$ cat src/acd_consts.vh
/*
 * Constants for the ADC command byte decoder: field positions,
 * reset values and encodings of the setup byte.
 * Assumes inclusion by bare name from the design files and the bench.
 */
`ifndef ACD_CONSTS_VH
`define ACD_CONSTS_VH

// Setup byte field positions
`define ACD_CLK_HI_BIT      5
`define ACD_CLK_LO_BIT      4
`define ACD_REF_HI_BIT      3
`define ACD_REF_LO_BIT      2
`define ACD_PAIR_HI_BIT     1
`define ACD_PAIR_LO_BIT     0
// Averaging byte field position
`define ACD_AVG_EN_BIT      4
// Reset byte choice bit
`define ACD_RST_CHOICE_BIT  3

// Power-up values
`define ACD_CFG_RESET       8'h20
`define ACD_PAIR_RESET      8'h00
`define ACD_AVG_RESET       8'h00
`define ACD_CONV_RESET      8'h00

// Clock modes
`define ACD_CLK_INT_INT     2'h0
`define ACD_CLK_INT_STROBE  2'h1
`define ACD_CLK_INT_AIN     2'h2
`define ACD_CLK_EXT_SCLK    2'h3

// Reference modes
`define ACD_REF_INT_AUTO    2'h0
`define ACD_REF_EXT_SE      2'h1
`define ACD_REF_INT_ON      2'h2
`define ACD_REF_EXT_DIFF    2'h3

// Pair register select codes
`define ACD_PAIR_UNI        2'h2
`define ACD_PAIR_BI         2'h3

// Scan modes
`define ACD_SCAN_REPEAT     2'h2

// Temperature: eighth degrees; Kelvin to Celsius offset 273 K * 8
`define ACD_TEMP_OFFSET     12'h888

// Output word layout
`define ACD_WORD_BITS       16

// Serial clock limit in clock mode 11, kHz
`define ACD_EXT_SCLK_MAX_KHZ 4800

`endif

$ cat src/acd_shift_reg.v
/*
 * Output word shifter: loads a 16-bit result word and presents it MSB
 * first, one bit per falling serial clock edge.
 * Assumes load and shift strobes are single sys_clk pulses.
 */
`timescale 1ns/10ps
`default_nettype none
`include "acd_consts.vh"

module acd_shift_reg #(
	parameter WIDTH = `ACD_WORD_BITS
) (
	// Clock and reset
	input  wire             sys_clk,
	input  wire             rst,
	// Control
	input  wire             load,
	input  wire             shift,
	input  wire [WIDTH-1:0] word_in,
	// Serial output
	output wire             bit_out
);

	reg [WIDTH-1:0] word_reg;

	// Load wins over shift so a fresh word never loses its top bit
	always @(posedge sys_clk) begin
		if (rst) begin
			word_reg <= {WIDTH{1'b0}};
		end else if (load) begin
			word_reg <= word_in;
		end else if (shift) begin
			word_reg <= {word_reg[WIDTH-2:0], 1'b0};
		end
	end

	assign bit_out = word_reg[WIDTH-1];

endmodule // acd_shift_reg

`default_nettype wire

$ cat src/acd_decoder.v
/*
 * Command byte decoder and configuration state of a multi-channel ADC.
 * Receives bytes on the serial port, holds setup, pair, averaging and
 * conversion settings, and formats result words for shifting out.
 * Assumes the serial pins arrive asynchronously to sys_clk and that the
 * serial clock is far slower than sys_clk (bench: 320 ns period).
 */
`timescale 1ns/10ps
`default_nettype none
`include "acd_consts.vh"

module acd_decoder (
	// Clock and reset
	input  wire        sys_clk,
	input  wire        rst,
	// Serial pins
	input  wire        cs_n,
	input  wire        sclk,
	input  wire        din,
	output wire        dout,
	// Conversion strobe pin (top analog input in modes 10 and 11)
	input  wire        convert_strobe_pin,
	// Results from the analog core
	input  wire        conv_done,
	input  wire [9:0]  conv_code,
	input  wire [1:0]  conv_sub,
	input  wire [11:0] temp_high,
	input  wire [11:0] temp_low,
	input  wire        temp_done,
	// Configuration outputs
	output reg  [1:0]  clock_mode,
	output reg  [1:0]  reference_mode,
	output reg         external_conv_clock,
	output reg         strobe_is_analog,
	output reg         ref_neg_is_analog,
	output reg         ref_internal,
	output reg         ref_always_on,
	output reg         ref_wake_needed,
	output reg  [7:0]  unipolar_pairs,
	output reg  [7:0]  bipolar_pairs,
	output reg  [7:0]  pair_is_bipolar,
	output reg         averaging_active,
	output reg         repeat_single_channel,
	output reg  [7:0]  conversion_byte,
	output reg         conversion_request,
	output reg         fifo_clear,
	output reg         blocks_shutdown,
	output reg         strobe_fall
);

	// ---------------------------------------------------------------
	// Input synchronisers
	// ---------------------------------------------------------------
	reg [1:0] cs_sync_reg;
	reg [1:0] sclk_sync_reg;
	reg [1:0] din_sync_reg;
	reg [1:0] strobe_sync_reg;
	reg       sclk_last_reg;
	reg       strobe_last_reg;

	// Two flops per pin; only the second stage feeds logic
	always @(posedge sys_clk) begin
		if (rst) begin
			cs_sync_reg     <= 2'h3;
			sclk_sync_reg   <= 2'h0;
			din_sync_reg    <= 2'h0;
			strobe_sync_reg <= 2'h3;
			sclk_last_reg   <= 1'b0;
			strobe_last_reg <= 1'b1;
		end else begin
			cs_sync_reg     <= {cs_sync_reg[0], cs_n};
			sclk_sync_reg   <= {sclk_sync_reg[0], sclk};
			din_sync_reg    <= {din_sync_reg[0], din};
			strobe_sync_reg <= {strobe_sync_reg[0], convert_strobe_pin};
			sclk_last_reg   <= sclk_sync_reg[1];
			strobe_last_reg <= strobe_sync_reg[1];
		end
	end

	wire cs_active = ~cs_sync_reg[1];
	wire sclk_rise = sclk_sync_reg[1] & ~sclk_last_reg;
	wire sclk_fall = ~sclk_sync_reg[1] & sclk_last_reg;
	wire din_s     = din_sync_reg[1];

	// ---------------------------------------------------------------
	// Byte assembly
	// ---------------------------------------------------------------
	reg [6:0] shift_reg;
	reg [2:0] bit_cnt_reg;
	reg       byte_valid;
	reg [7:0] byte_data;

	// Bits enter MSB first on rising serial edges; deselect drops a
	// partial byte so a new frame always starts aligned
	always @(posedge sys_clk) begin
		if (rst || !cs_active) begin
			shift_reg   <= 7'h00;
			bit_cnt_reg <= 3'h0;
			byte_valid  <= 1'b0;
			byte_data   <= 8'h00;
		end else begin
			byte_valid <= 1'b0;
			if (sclk_rise) begin
				shift_reg   <= {shift_reg[5:0], din_s};
				bit_cnt_reg <= bit_cnt_reg + 3'h1;
				if (bit_cnt_reg == 3'h7) begin
					byte_data  <= {shift_reg, din_s};
					byte_valid <= 1'b1;
				end
			end
		end
	end

	// ---------------------------------------------------------------
	// Command decode
	// ---------------------------------------------------------------
	localparam [2:0] CMD_NONE  = 3'h0;
	localparam [2:0] CMD_CONV  = 3'h1;
	localparam [2:0] CMD_SETUP = 3'h2;
	localparam [2:0] CMD_AVG   = 3'h3;
	localparam [2:0] CMD_RESET = 3'h4;

	// Command type is the position of the first one among the top bits
	function [2:0] cmd_type;
		input [7:0] b;
		begin
			if (b[7])
				cmd_type = CMD_CONV;
			else if (b[6])
				cmd_type = CMD_SETUP;
			else if (b[5])
				cmd_type = CMD_AVG;
			else if (b[4])
				cmd_type = CMD_RESET;
			else
				cmd_type = CMD_NONE;
		end
	endfunction

	wire [2:0] cmd = cmd_type(byte_data);

	// ---------------------------------------------------------------
	// Byte sequencer: command byte or pending pair data byte
	// ---------------------------------------------------------------
	localparam [1:0] ST_CMD     = 2'h0;
	localparam [1:0] ST_UNI_DAT = 2'h1;
	localparam [1:0] ST_BI_DAT  = 2'h2;

	reg [1:0] state_reg;
	reg [1:0] state_next;
	reg [7:0] cfg_reg;
	reg [7:0] uni_reg;
	reg [7:0] bi_reg;
	reg [7:0] avg_reg;
	reg [7:0] conv_reg;
	reg       full_reset;
	reg       fifo_reset;

	// Next state and reset requests from the current byte
	always @* begin
		state_next = state_reg;
		full_reset = 1'b0;
		fifo_reset = 1'b0;
		if (byte_valid) begin
			case (state_reg)
			ST_UNI_DAT, ST_BI_DAT: begin
				state_next = ST_CMD;
			end
			ST_CMD: begin
				if (cmd == CMD_SETUP) begin
					case (byte_data[`ACD_PAIR_HI_BIT:`ACD_PAIR_LO_BIT])
					`ACD_PAIR_UNI: state_next = ST_UNI_DAT;
					`ACD_PAIR_BI:  state_next = ST_BI_DAT;
					default:       state_next = ST_CMD;
					endcase
				end else if (cmd == CMD_RESET) begin
					fifo_reset = byte_data[`ACD_RST_CHOICE_BIT];
					full_reset = ~byte_data[`ACD_RST_CHOICE_BIT];
				end
			end
			default: begin
				state_next = ST_CMD;
			end
			endcase
		end
		// A frame ends any pending data byte so a lost byte cannot
		// shift every later command by one
		if (!cs_active)
			state_next = ST_CMD;
	end

	// Registers; power-up and full reset share one set of values
	always @(posedge sys_clk) begin
		if (rst || full_reset) begin
			state_reg <= ST_CMD;
			cfg_reg   <= `ACD_CFG_RESET;
			uni_reg   <= `ACD_PAIR_RESET;
			bi_reg    <= `ACD_PAIR_RESET;
			avg_reg   <= `ACD_AVG_RESET;
			conv_reg  <= `ACD_CONV_RESET;
		end else begin
			state_reg <= state_next;
			if (byte_valid) begin
				case (state_reg)
				ST_UNI_DAT: uni_reg <= byte_data;
				ST_BI_DAT:  bi_reg  <= byte_data;
				ST_CMD: begin
					case (cmd)
					CMD_SETUP: cfg_reg  <= byte_data;
					CMD_AVG:   avg_reg  <= byte_data;
					CMD_CONV:  conv_reg <= byte_data;
					default:   cfg_reg  <= cfg_reg;
					endcase
				end
				default: cfg_reg <= cfg_reg;
				endcase
			end
		end
	end

	// ---------------------------------------------------------------
	// Derived configuration
	// ---------------------------------------------------------------
	wire [1:0] ck_mode = cfg_reg[`ACD_CLK_HI_BIT:`ACD_CLK_LO_BIT];
	wire [1:0] rf_mode = cfg_reg[`ACD_REF_HI_BIT:`ACD_REF_LO_BIT];
	wire       wake_up = (state_reg == ST_CMD) && byte_valid && (cmd == CMD_CONV);

	// Registered decode of the settings into control levels
	always @(posedge sys_clk) begin
		if (rst || full_reset) begin
			clock_mode            <= `ACD_CLK_INT_AIN;
			reference_mode        <= `ACD_REF_INT_AUTO;
			external_conv_clock   <= 1'b0;
			strobe_is_analog      <= 1'b1;
			ref_neg_is_analog     <= 1'b1;
			// Power-up reference code 00 decodes as internal and auto-off,
			// so these match the running decode and never glitch after reset
			ref_internal          <= 1'b1;
			ref_always_on         <= 1'b0;
			ref_wake_needed       <= 1'b1;
			unipolar_pairs        <= 8'h00;
			bipolar_pairs         <= 8'h00;
			pair_is_bipolar       <= 8'h00;
			averaging_active      <= 1'b0;
			repeat_single_channel <= 1'b0;
			conversion_byte       <= 8'h00;
			blocks_shutdown       <= 1'b1;
		end else begin
			clock_mode            <= ck_mode;
			reference_mode        <= rf_mode;
			external_conv_clock   <= (ck_mode == `ACD_CLK_EXT_SCLK);
			strobe_is_analog      <= ck_mode[1];
			ref_neg_is_analog     <= (rf_mode != `ACD_REF_EXT_DIFF);
			// Internal reference for codes 00 and 10
			ref_internal          <= ~rf_mode[0];
			ref_always_on         <= (rf_mode == `ACD_REF_INT_ON);
			// Only the auto-off internal reference pays the wake-up delay
			ref_wake_needed       <= (rf_mode == `ACD_REF_INT_AUTO);
			unipolar_pairs        <= uni_reg;
			bipolar_pairs         <= bi_reg;
			// Unipolar overrides; bipolar pairs report two's complement
			pair_is_bipolar       <= bi_reg & ~uni_reg;
			averaging_active      <= avg_reg[`ACD_AVG_EN_BIT] &
				(ck_mode != `ACD_CLK_EXT_SCLK);
			repeat_single_channel <= (conv_reg[2:1] == `ACD_SCAN_REPEAT);
			conversion_byte       <= conv_reg;
			// Blocks wake for a conversion request, the reference if kept on
			if (wake_up || rf_mode == `ACD_REF_INT_ON)
				blocks_shutdown <= 1'b0;
			else if (conv_done || temp_done)
				blocks_shutdown <= 1'b1;
		end
	end

	// One-cycle event outputs
	always @(posedge sys_clk) begin
		if (rst) begin
			conversion_request <= 1'b0;
			fifo_clear         <= 1'b0;
			strobe_fall        <= 1'b0;
		end else begin
			conversion_request <= wake_up;
			// Full reset also empties the result store
			fifo_clear         <= fifo_reset | full_reset;
			strobe_fall        <= ~ck_mode[1] & ~strobe_sync_reg[1] & strobe_last_reg;
		end
	end

	// ---------------------------------------------------------------
	// Result word formatting
	// ---------------------------------------------------------------
	// The internal reference scales the difference to eighth degrees,
	// so removing a fixed count converts Kelvin to Celsius
	function [11:0] temp_celsius;
		input [11:0] hi;
		input [11:0] lo;
		begin
			temp_celsius = hi - lo - `ACD_TEMP_OFFSET;
		end
	endfunction

	reg [15:0] word_reg;
	reg        load_reg;

	// Temperature result has priority when both finish together
	always @(posedge sys_clk) begin
		if (rst) begin
			word_reg <= 16'h0000;
			load_reg <= 1'b0;
		end else begin
			load_reg <= temp_done | conv_done;
			if (temp_done)
				word_reg <= {4'h0, temp_celsius(temp_high, temp_low)};
			else if (conv_done)
				// Code arrives already in binary or two's complement form
				word_reg <= {4'h0, conv_code, conv_sub};
		end
	end

	// Data out moves on falling serial edges, MSB first
	acd_shift_reg #(
		.WIDTH (`ACD_WORD_BITS)
	) u_shift (
		.sys_clk (sys_clk),
		.rst     (rst),
		.load    (load_reg),
		.shift   (sclk_fall & cs_active),
		.word_in (word_reg),
		.bit_out (dout)
	);

endmodule // acd_decoder

`default_nettype wire

$ cat config.mk
export PLATFORM = sky130hd
export DESIGN_NAME = acd_decoder
export DESIGN_NICKNAME = d
export VERILOG_FILES = /design/src/acd_shift_reg.v /design/src/acd_decoder.v
export VERILOG_INCLUDE_DIRS = /design/src
export SDC_FILE = /design/constraint.sdc
export NUM_CORES = 1
export LEC_CHECK = 0
export BUFFER_PORTS_ARGS = -buffer_cell sky130_fd_sc_hd__buf_2
export CORE_ASPECT_RATIO = 1.75
export CORE_MARGIN = 5
export CORE_UTILIZATION = 30
export DETAILED_ROUTE_END_ITERATION = 12
export GPL_ROUTABILITY_DRIVEN = 0
export GPL_TIMING_DRIVEN = 1
export HOLD_SLACK_MARGIN = 0.02
export RECOVER_POWER = 25
export SLEW_MARGIN = 10
export SYNTH_ARGS = -nofsm -noshare
export SYNTH_HDL_FRONTEND = slang
export SYNTH_SLANG_ARGS = --single-unit
$ cat constraint.sdc
create_clock -name sys_clk -period 4.5 [get_ports sys_clk]
set_input_delay 0 -clock sys_clk [delete_from_list [all_inputs] [get_ports sys_clk]]
set_output_delay 0 -clock sys_clk [all_outputs]
set_load 0.01 [all_outputs]
==> results of run 1 <==
[through the flow]
stage                     total power [mW]  setup slack (ns)  util, %
after floorplan                      1.411             2.471        -
after global placement               1.461             2.243    33.90
after detailed placement             1.462             2.176    33.90
after CTS                            2.754             1.628    37.93
after global routing                 2.838             1.344    37.68
final                                2.716             1.606    37.68
[tightest hold or removal path: cells and delay by family]
| kind | cells | cell delay [ns] |
|---|---|---|
| muxes | 1 | 0.06 |
| AOI/OAI and AO/OA | 2 | 0.29 |
| buffers and inverters | 1 | 0.08 |
[cell usage in the layout (no fill, tap or decap), types with 5 or more instances in the layout]
cell type                       count
sky130_fd_sc_hd__a211oi_1          16
sky130_fd_sc_hd__a21oi_1           41
sky130_fd_sc_hd__and2_1            13
sky130_fd_sc_hd__and2_4            14
sky130_fd_sc_hd__buf_2             56
sky130_fd_sc_hd__buf_4              5
sky130_fd_sc_hd__clkbuf_1          37
sky130_fd_sc_hd__clkbuf_16         17
sky130_fd_sc_hd__dfxtp_1          136
sky130_fd_sc_hd__dlygate4sd3_1     18
sky130_fd_sc_hd__ha_1              23
sky130_fd_sc_hd__inv_1             38
sky130_fd_sc_hd__mux2i_1           43
sky130_fd_sc_hd__nand2_1           51
sky130_fd_sc_hd__nand3_1           11
sky130_fd_sc_hd__nor2_1            61
sky130_fd_sc_hd__nor2b_1           19
sky130_fd_sc_hd__nor2b_4            7
sky130_fd_sc_hd__nor3_1             8
sky130_fd_sc_hd__o21ai_0            6
sky130_fd_sc_hd__or2_2              7
sky130_fd_sc_hd__xor2_1             5
[power breakdown]
group	leakage [nW]	internal, mW	total (mW)	switching, mW
clock network	0.259	0.718	1.27	0.549
registers	1.10	1.23	1.24	0.0148
logic	1.47	0.0952	0.207	0.112
[cell type report]
| class | count | area, sq um | area share [%] |
|---|---|---|---|
| timing repair buffer | 115 | 633.1 | 9.307 |
| tap | 234 | 292.8 | 4.304 |
| clock inverter | 14 | 117.6 | 1.729 |
| inverter | 38 | 142.6 | 2.097 |
| multi-input combinational | 367 | 2465 | 36.23 |
| sequential | 136 | 2723 | 40.02 |
| clock buffer | 18 | 429.2 | 6.309 |
[path summary, 6_finish.rpt]
kind	from	end	slack [ns]	depth (start not counted)
worst max-delay path	temp_low[0]	word_reg[11]	1.61	13
worst min-delay path	conv_code[6]	word_reg[8]	0.04	4
worst max register to register	byte_data[7]	conv_reg[7]	2.26	5
worst min register to register	strobe_sync_reg[0]	strobe_sync_reg[1]	0.41	1
[metal layers]
layer	share of wire [%]	wire [um]	global-route usage (%)
met1	40	4363	11.42
met2	52	5714	19.09
met3	4.8	528	2.814
met4	2.8	302	5.599
met5	0	0	0
[what timing repair did]
| action | 4_1_cts | 5_1_grt |
|---|---|---|
| endpoints found under the hold margin | 15 | 0 |
| setup buffers | 0 | 0 |
| hold buffers | 18 | 0 |
[cell families (layout without fill, tap and decap cells)]
kind of cell | count (synthesis) | after routing | share of synthesized area [%]
simple gates | 216 | 216 | 21.49
buf+inv | 72 | 185 | 5.612
xor+xnor | 8 | 8 | 1.278
flops | 136 | 136 | 49.65
fa+ha+maj | 24 | 24 | 5.613
compound gates | 76 | 76 | 8.511
mux | 43 | 43 | 7.848
==> impl_metrics.json, run 1 <==
{
  "grt_pass1_wl_um": 18400,
  "hold_viol_final": 0,
  "grt_overflow": 0,
  "crit_path_max_incr_delay_ns": 0.59,
  "finClkSkew_ns": 0.01164,
  "clk_latency_ns": 0.42,
  "grt_start_max_net_pins": 50,
  "firstDrtPassIters": 4,
  "crit_chain": "dlygate4sd3_1 > buf_2 > ha_1 > inv_1 > ha_1 > inv_1 > fa_1 > nor2b_1 > o2111ai_1 > a311o_1 > and4_1 > a2111oi_1 > dlygate4sd3_1",
  "design.die.area_sq_mm": 0.02119,
  "synth.avg_cell_area_sq_um": 9.537,
  "area_after_detailed_placement_sq_mm": 0.006121,
  "layout.cell_area.non_filler_sq_mm": 0.006803,
  "drc": 0,
  "critPathMaxFanout": 3,
  "power_density_mw_per_mm2": 399.3,
  "async_flop_share_pct": 0,
  "antenna_found_initial": 0,
  "cp_data_arrival_time_ns": 3.26,
  "cp_delay_by_family_top": "buffers and inverters",
  "finalSetupViolations": 0,
  "placed_cell_count": 872,
  "max_ir_drop_vdd_mv": 0.2062,
  "cts_tree": "built",
  "cts-htree-levels": 4,
  "synth.most_common_cell": "sky130_fd_sc_hd__dfxtp_1",
  "timing.final.max_slew_violations": 0,
  "detail_route.wirelength_um": 10910,
  "clk_transition_reported_paths_ns": 0.06,
  "ys.warnings.count": 0,
  "clock.fmax_ghz": 0.3455,
  "top_cells_by_instance_count_after_synthesis": "sky130_fd_sc_hd__dfxtp_1, sky130_fd_sc_hd__nor2_1, sky130_fd_sc_hd__nand2_1, sky130_fd_sc_hd__mux2i_1, sky130_fd_sc_hd__a21oi_1",
  "worst_path_max_delay_cell": "sky130_fd_sc_hd__dlygate4sd3_1",
  "layout_worst_path_cycle_share_pct": 64.32,
  "worst_hold_path_type": "in -> reg",
  "finish.net_count": 743,
  "synth_flop_cell": "sky130_fd_sc_hd__dfxtp_1",
  "cts.sinks": 136,
  "area.growth.synth_to_final_pct": 24.05,
  "critical_path.endpoint_type": "flop",
  "drt-wirelength-per-cell_um": 11.83,
  "run_status": "finished clean",
  "netlist_area_sq_mm": 0.005484,
  "rsz_0062_raised_after_global_routing": "false",
  "post_cts.resized_instances": 0,
  "synth-seq-area-share_pct": 49.65,
  "placement_rows": 65,
  "synthDominantAreaCellType": "sky130_fd_sc_hd__dfxtp_1",
  "worst_ep_required_time_ns": 4.86,
  "yosysUniqueCellTypes": 51,
  "maximum_count_of_clock_buffers_along_a_single_path": 2,
  "floorplan.core_area_sq_mm": 0.01805,
  "final.setup.tns_ns": 0,
  "post_synth_main_area_contributors": "sky130_fd_sc_hd__dfxtp_1, sky130_fd_sc_hd__mux2i_1, sky130_fd_sc_hd__ha_1",
  "cts-buffers-inserted": 17,
  "final.fill_count": 1885,
  "route.vias.total": 4029,
  "grt_usage_pct": 10.70,
  "cp-start-kind": "input pin",
  "io_pins": 93,
  "layout-drive-gt1-share_pct": 18.17,
  "maxCapViolations": 0,
  "worstPathBufferInverterCount": 5,
  "pin_slew_with_the_least_headroom_to_its_limit_ns": 1.306,
  "relSlewSlack_pct": 12.92,
  "synth_top_area_share_pct": 49.65,
  "post_synth_edffs": 0,
  "criticalPathCategory": "in -> reg",
  "antenna_violation_net_count_after_detailed_routing": 0,
  "initial_utilization_pct": 30.37,
  "ys_ff_latch": 136,
  "floorplan.die.width_um": 112.2,
  "cts_root_buf": "sky130_fd_sc_hd__clkbuf_16",
  "drt-initial-drc-count": 129,
  "synth.net_count": 643,
  "vias_per_cell": 4.370,
  "number_of_global_route_vias_before_repair": 3940,
  "synth_cells": 575,
  "insertedDiodeCount": 0,
  "static-leakage-power_nw": 2.833,
  "die_h_um": 188.9,
  "final_cells": 922,
  "dp_hpwl_um": 7866,
  "flip_flop_count_of_the_largest_register_all_copies_and_words_added": 16,
  "finalWorstPathRequiredPeriod_ns": 2.894,
  "buffer_ports.inserted": 92,
  "worst_hold_slack_ns": 0.04116
}
No activity file was read; power rests on OpenSTA's default activity.
==> inputs of run 2 (changes only) <==
Clock period 4.5 ns to 2.6 ns, I/O delays scaled along.
==> run 2 against run 1 <==
Non-clock buffer count increased by 4. Sequential share of layout area decreased by 0.62 points. Cell area increased by 1.6%. Register-to-register slack got worse by 1.7 ns. Worst setup slack got worse by 1.4 ns. Clock power increased by 95%. Die area unchanged. Highest routed layer unchanged. Worst hold slack improved by 0.0064 ns. Critical path depth decreased by 1. Sequential cell count unchanged.
==> impl_metrics.json, run 2 (same netlist as run 1, synthesis figures left out) <==
{
  "worst_path_max_delay_cell": "sky130_fd_sc_hd__dlygate4sd3_1",
  "final.setup.tns_ns": 0,
  "cp-start-kind": "input pin",
  "clk_latency_ns": 0.41,
  "area.growth.synth_to_final_pct": 26.01,
  "clk_transition_reported_paths_ns": 0.07,
  "power_density_mw_per_mm2": 723.8,
  "floorplan.die.width_um": 112.2,
  "grt_usage_pct": 11.09,
  "pwr-share-seq_pct": 43.0,
  "drc": 0,
  "met2_length_um": 5921,
  "finish.net_count": 747,
  "criticalPathCategory": "in -> reg",
  "die_h_um": 188.9,
  "antenna_violation_net_count_after_detailed_routing": 0,
  "buffer_ports.inserted": 92,
  "detail_route.wirelength_um": 11330,
  "design.die.area_sq_mm": 0.02119,
  "number_of_global_route_vias_before_repair": 4079,
  "static-leakage-power_nw": 2.863,
  "io_pins": 93,
  "vias_per_cell": 4.387,
  "layout-drive-gt1-share_pct": 17.92,
  "maxCapViolations": 0,
  "critPathMaxFanout": 3,
  "finalWorstPathRequiredPeriod_ns": 2.375,
  "relSlewSlack_pct": 40.63,
  "initial_utilization_pct": 30.37,
  "drt-wirelength-per-cell_um": 12.24,
  "met3RoutedLength_um": 497,
  "max_ir_drop_vdd_mv": 0.3336,
  "maximum_count_of_clock_buffers_along_a_single_path": 2,
  "grt_pass1_wl_um": 19150,
  "worst_hold_slack_ns": 0.04756,
  "critical_path.endpoint_type": "flop",
  "run_status": "finished clean",
  "clock.fmax_ghz": 0.4211,
  "layout_worst_path_cycle_share_pct": 91.33,
  "placement_rows": 65,
  "clock_power_share_pct": 49.6,
  "critical_r2r_launch": "byte_data[7]",
  "p_int_mw": 3.866,
  "reg2regPathDepth": 6,
  "post_cts.repair.setup_buffers": 0,
  "netSwitchingFraction_pct": 22.70,
  "cp_delay_by_family_top": "compound AO/OA/AOI/OAI gates",
  "met1_length_um": 4555,
  "share_comb_of_total_power_pct": 7.4,
  "p_sw_mw": 1.135,
  "finalSetupViolations": 0,
  "antenna_found_initial": 0,
  "worst_hold_path_type": "in -> reg",
  "p_total_mw": 5.001,
  "layout.cell_area.non_filler_sq_mm": 0.006910,
  "rrSetupSlack_ns": 0.59,
  "insertedDiodeCount": 0,
  "worst_ep_required_time_ns": 2.91,
  "route.vias.total": 4062,
  "final_cell_mix": "sky130_fd_sc_hd__dfxtp_1, sky130_fd_sc_hd__nor2_1, sky130_fd_sc_hd__nand2_1, sky130_fd_sc_hd__buf_2",
  "finClkSkew_ns": 0.01124,
  "grt_start_max_net_pins": 40,
  "worstPathBufferInverterCount": 4,
  "crit_path_max_incr_delay_ns": 0.53,
  "most_common_cell_after_layout_fill_and_taps_aside": "sky130_fd_sc_hd__dfxtp_1",
  "cts_tree": "built",
  "drt-initial-drc-count": 92,
  "rsz_0062_raised_after_global_routing": "false",
  "crit_startpoint": "temp_low[0]",
  "area_after_detailed_placement_sq_mm": 0.006143,
  "grt_overflow": 0,
  "dp_hpwl_um": 8057,
  "worstSetupPathDepth": 12,
  "hold_viol_final": 0,
  "top_metal_used": "met4",
  "cts_root_buf": "sky130_fd_sc_hd__clkbuf_16",
  "floorplan.core_area_sq_mm": 0.01805,
  "cts.sinks": 136,
  "worst_r2r_endpoint": "pair_is_bipolar[0]",
  "pin_slew_with_the_least_headroom_to_its_limit_ns": 0.8894,
  "cts-buffers-inserted": 17,
  "cp_data_arrival_time_ns": 2.69,
  "crit_end": "word_reg[11]",
  "crit_chain": "dlygate4sd3_1 > buf_2 > ha_1 > inv_1 > ha_1 > inv_1 > fa_1 > nor2b_2 > o2111ai_1 > a311o_1 > and4_1 > a2111oi_2",
  "cts-htree-levels": 4,
  "flip_flop_count_of_the_largest_register_all_copies_and_words_added": 16,
  "timing.final.max_slew_violations": 0,
  "firstDrtPassIters": 4
}
-- run 2: changes by cell type in the layout (fill, tap and decap cells not counted), sizes merged --
cell	before	now
clkbuf	54	62
buf	61	58
clkinvlp	4	3
dlygate4sd3	18	19
bufinv	0	3
inv	44	40
-- run 2: worst min-delay path by stage --
stage | start | endpoint | slack, ns | depth (start not counted)
6_report | conv_code[6] | word_reg[8] | 0.05 | 4
5_1_grt | conv_code[6] | word_reg[8] | 0.07 | 4
4_1_cts | conv_code[6] | word_reg[8] | 0.04 | 4
3_5_place_dp | convert_strobe_pin | strobe_sync_reg[0] | 0.19 | 2
3_3_place_gp | convert_strobe_pin | strobe_sync_reg[0] | 0.18 | 2
2_1_floorplan | cs_n | cs_sync_reg[0] | 0.10 | 1
-- run 2: final cells by class --
type	instances	area, sq um
Clock buffer	20	456.7
Sequential cell	136	2723
Timing Repair Buffer	119	658.1
Tap cell	234	292.8
Multi-Input combinational cell	367	2472
Fill cell	1847	11140
Inverter	38	142.6
Clock inverter	12	165.2
-- run 2: tightest hold or removal path, delay by kind of cell --
kind / cells / cell delay (ns)
compound gates: 2 / 0.29
buf+inv: 1 / 0.08
mux: 1 / 0.07
-- run 2: timing repair --
action / CTS / global route
endpoints found under the setup margin: 0 / 1
hold endpoints to repair: 21 / 0
hold buffers: 19 / 0
gates resized for setup: 0 / 2
-- run 2: routing by layer --
layer,up-vias,global-route usage (%)
li1,2105,-
met1,1846,11.64
met2,92,20.03
met3,19,2.750
met4,0,6.062
met5,-,0
-- run 2: through the flow --
stage	instances	utilization (%)	worst slack, ns
2_1_floorplan	575	-	0.5714
3_3_place_gp	875	34.03	0.3409
3_5_place_dp	875	34.03	0.2372
4_1_cts	926	38.52	0.2008
5_1_grt	926	38.27	0.08062
6_report	926	38.27	0.2254
-- run 2: power by group through the flow --
stage	registers [mW]	clock network [mW]	logic, mW
after floorplan	2.18	0	0.260
final	2.15	2.48	0.368
after CTS	2.15	2.55	0.368
after global placement	2.20	0	0.339
after detailed placement	2.20	0	0.342
after global routing	2.16	2.66	0.419
==> inputs of run 3 (changes only) <==
Settings changed: PLACE_DENSITY set to 0.51.
==> run 3 against run 2 <==
Worst hold slack improved by 0.0069 ns. Maximum frequency down 1.1%. Sequential share of layout area up 0.34 points. Power down 1.8%. Clock skew fell by 0.00088 ns. Clock power fell by 3%. Clock-buffer cell count is 3 lower. Via count increased by 0.52%. Worst setup slack lost 0.027 ns. Largest cell class unchanged. Critical path depth unchanged. The flow now finishes with violations (capacitance limit, slew limit). First-iteration DRC count is 62% higher. Combinational power decreased by 2%.
==> impl_metrics.json, run 3 (same netlist as run 1, synthesis figures left out) <==
{
  "placement_rows": 65,
  "finalSetupViolations": 0,
  "die_h_um": 188.9,
  "cts.hold.buffers_added": 17,
  "cts-buffers-inserted": 17,
  "final_cell_mix": "sky130_fd_sc_hd__dfxtp_1, sky130_fd_sc_hd__nor2_1, sky130_fd_sc_hd__buf_2, sky130_fd_sc_hd__nand2_1, sky130_fd_sc_hd__mux2i_1",
  "antenna_found_initial": 0,
  "critPathMaxFanout": 3,
  "route.vias.total": 4083,
  "final_design_utilization_pct": 37.95,
  "critical_path.endpoint_type": "flop",
  "vias_per_cell": 4.428,
  "setup_ws_ns": 0.1984,
  "layout-drive-gt1-share_pct": 18.31,
  "io_pins": 93,
  "drt-initial-drc-count": 149,
  "layout.cell_area.non_filler_sq_mm": 0.006852,
  "drc": 0,
  "placed_cell_count": 873,
  "relSlewSlack_pct": -35.09,
  "worst_ep_required_time_ns": 2.89,
  "rrSetupSlack_ns": 0.59,
  "worst_r2r_endpoint": "pair_is_bipolar[7]",
  "floorplan.core_area_sq_mm": 0.01805,
  "worst_hold_slack_ns": 0.05442,
  "cts_tree": "built",
  "design.die.area_sq_mm": 0.02119,
  "failed_checks": "capacitance limit, slew limit",
  "insertedDiodeCount": 0,
  "final.fill_count": 1855,
  "grt_pass1_wl_um": 18800,
  "firstDrtPassIters": 4,
  "number_of_global_route_vias_before_repair": 4093,
  "p_total_mw": 4.914,
  "dp_hpwl_um": 8302,
  "floorplan.die.width_um": 112.2,
  "maxCapViolations": 1,
  "cp-start-kind": "input pin",
  "post_cts.repair.setup_buffers": 0,
  "clk_latency_ns": 0.42,
  "post_cts.resized_instances": 0,
  "buffer_ports.inserted": 92,
  "grt_overflow": 0,
  "power_density_mw_per_mm2": 717.2,
  "final_cells": 922,
  "clk_transition_reported_paths_ns": 0.06,
  "cts.sinks": 136,
  "pin_slew_with_the_least_headroom_to_its_limit_ns": 2.026,
  "grt_start_max_net_pins": 49,
  "grt_usage_pct": 10.95,
  "most_common_cell_after_layout_fill_and_taps_aside": "sky130_fd_sc_hd__dfxtp_1",
  "cp_data_arrival_time_ns": 2.69,
  "max_ir_drop_vdd_mv": 0.3962,
  "criticalPathCategory": "in -> reg",
  "crit_end": "word_reg[11]",
  "cts-htree-levels": 4,
  "sequential_cell_area_sq_mm": 0.002723,
  "pre_cts_worst_setup_slack_ns": 0.2920,
  "layout_worst_path_cycle_share_pct": 92.37,
  "finClkSkew_ns": 0.01037,
  "worst_hold_path_type": "in -> reg",
  "area_after_detailed_placement_sq_mm": 0.006128,
  "finish.net_count": 743,
  "hold_viol_final": 0,
  "initial_utilization_pct": 30.37,
  "cts_root_buf": "sky130_fd_sc_hd__clkbuf_16",
  "critical_r2r_launch": "byte_data[5]",
  "area.growth.synth_to_final_pct": 24.94,
  "multiInputGateArea_sq_mm": 0.002465,
  "clock.fmax_ghz": 0.4164,
  "detail_route.wirelength_um": 11340,
  "antenna_violation_net_count_after_detailed_routing": 0,
  "drt-wirelength-per-cell_um": 12.30,
  "flip_flop_count_of_the_largest_register_all_copies_and_words_added": 16,
  "crit_startpoint": "temp_low[0]",
  "final.setup.tns_ns": 0,
  "finalWorstPathRequiredPeriod_ns": 2.402,
  "run_status": "complete, but fails checks",
  "reg2regPathDepth": 5,
  "timing.final.max_slew_violations": 49,
  "static-leakage-power_nw": 2.864,
  "maximum_count_of_clock_buffers_along_a_single_path": 2,
  "rsz_0062_raised_after_global_routing": "false"
}
[run 3: worst min path at each step]
stage                               endpoint  depth (start not counted)                from
final                            word_reg[8]                          4        conv_code[6]
after global placement    strobe_sync_reg[0]                          2  convert_strobe_pin
after CTS                        word_reg[8]                          4        conv_code[6]
after global routing             word_reg[8]                          4        conv_code[6]
after detailed placement      cs_sync_reg[0]                          2                cs_n
after floorplan               cs_sync_reg[0]                          1                cs_n
[run 3: area by class of cell]
type	instances	area share (%)
Clock buffer	17	6.209
Clock inverter	15	2.575
Inverter	38	2.082
Multi-Input combinational cell	367	35.98
Sequential cell	136	39.74
Tap cell	234	4.273
Timing Repair Buffer	115	9.149
[run 3: worst max-delay path, cell delays in order]
cell and delay (ns):
sky130_fd_sc_hd__dlygate4sd3_1 0.54, sky130_fd_sc_hd__buf_2 0.12, sky130_fd_sc_hd__ha_1 0.17, sky130_fd_sc_hd__inv_1 0.05, sky130_fd_sc_hd__ha_1 0.15, sky130_fd_sc_hd__inv_1 0.05, sky130_fd_sc_hd__fa_1 0.39, sky130_fd_sc_hd__nor2b_1 0.18
sky130_fd_sc_hd__o2111ai_1 0.19, sky130_fd_sc_hd__a311o_1 0.37, sky130_fd_sc_hd__and4_1 0.18, sky130_fd_sc_hd__a2111oi_1 0.29
[run 3: power by group]
part / switching [mW] / total, mW / internal (mW)
registers: 0.0252 / 2.15 / 2.12
logic: 0.195 / 0.359 / 0.164
clock network: 1.03 / 2.41 / 1.38
[run 3: layer usage]
layer / vias to the layer above / wire length (um) / global-route usage (%) / part of all wire [%]
met2: 107 / 5865 / 19.77 / 52
li1: 2108 / - / - / -
met1: 1843 / 4538 / 11.18 / 40
met4: 0 / 350 / 6.293 / 3.1
met5: - / 0 / 0 / 0
met3: 25 / 581 / 2.974 / 5.1
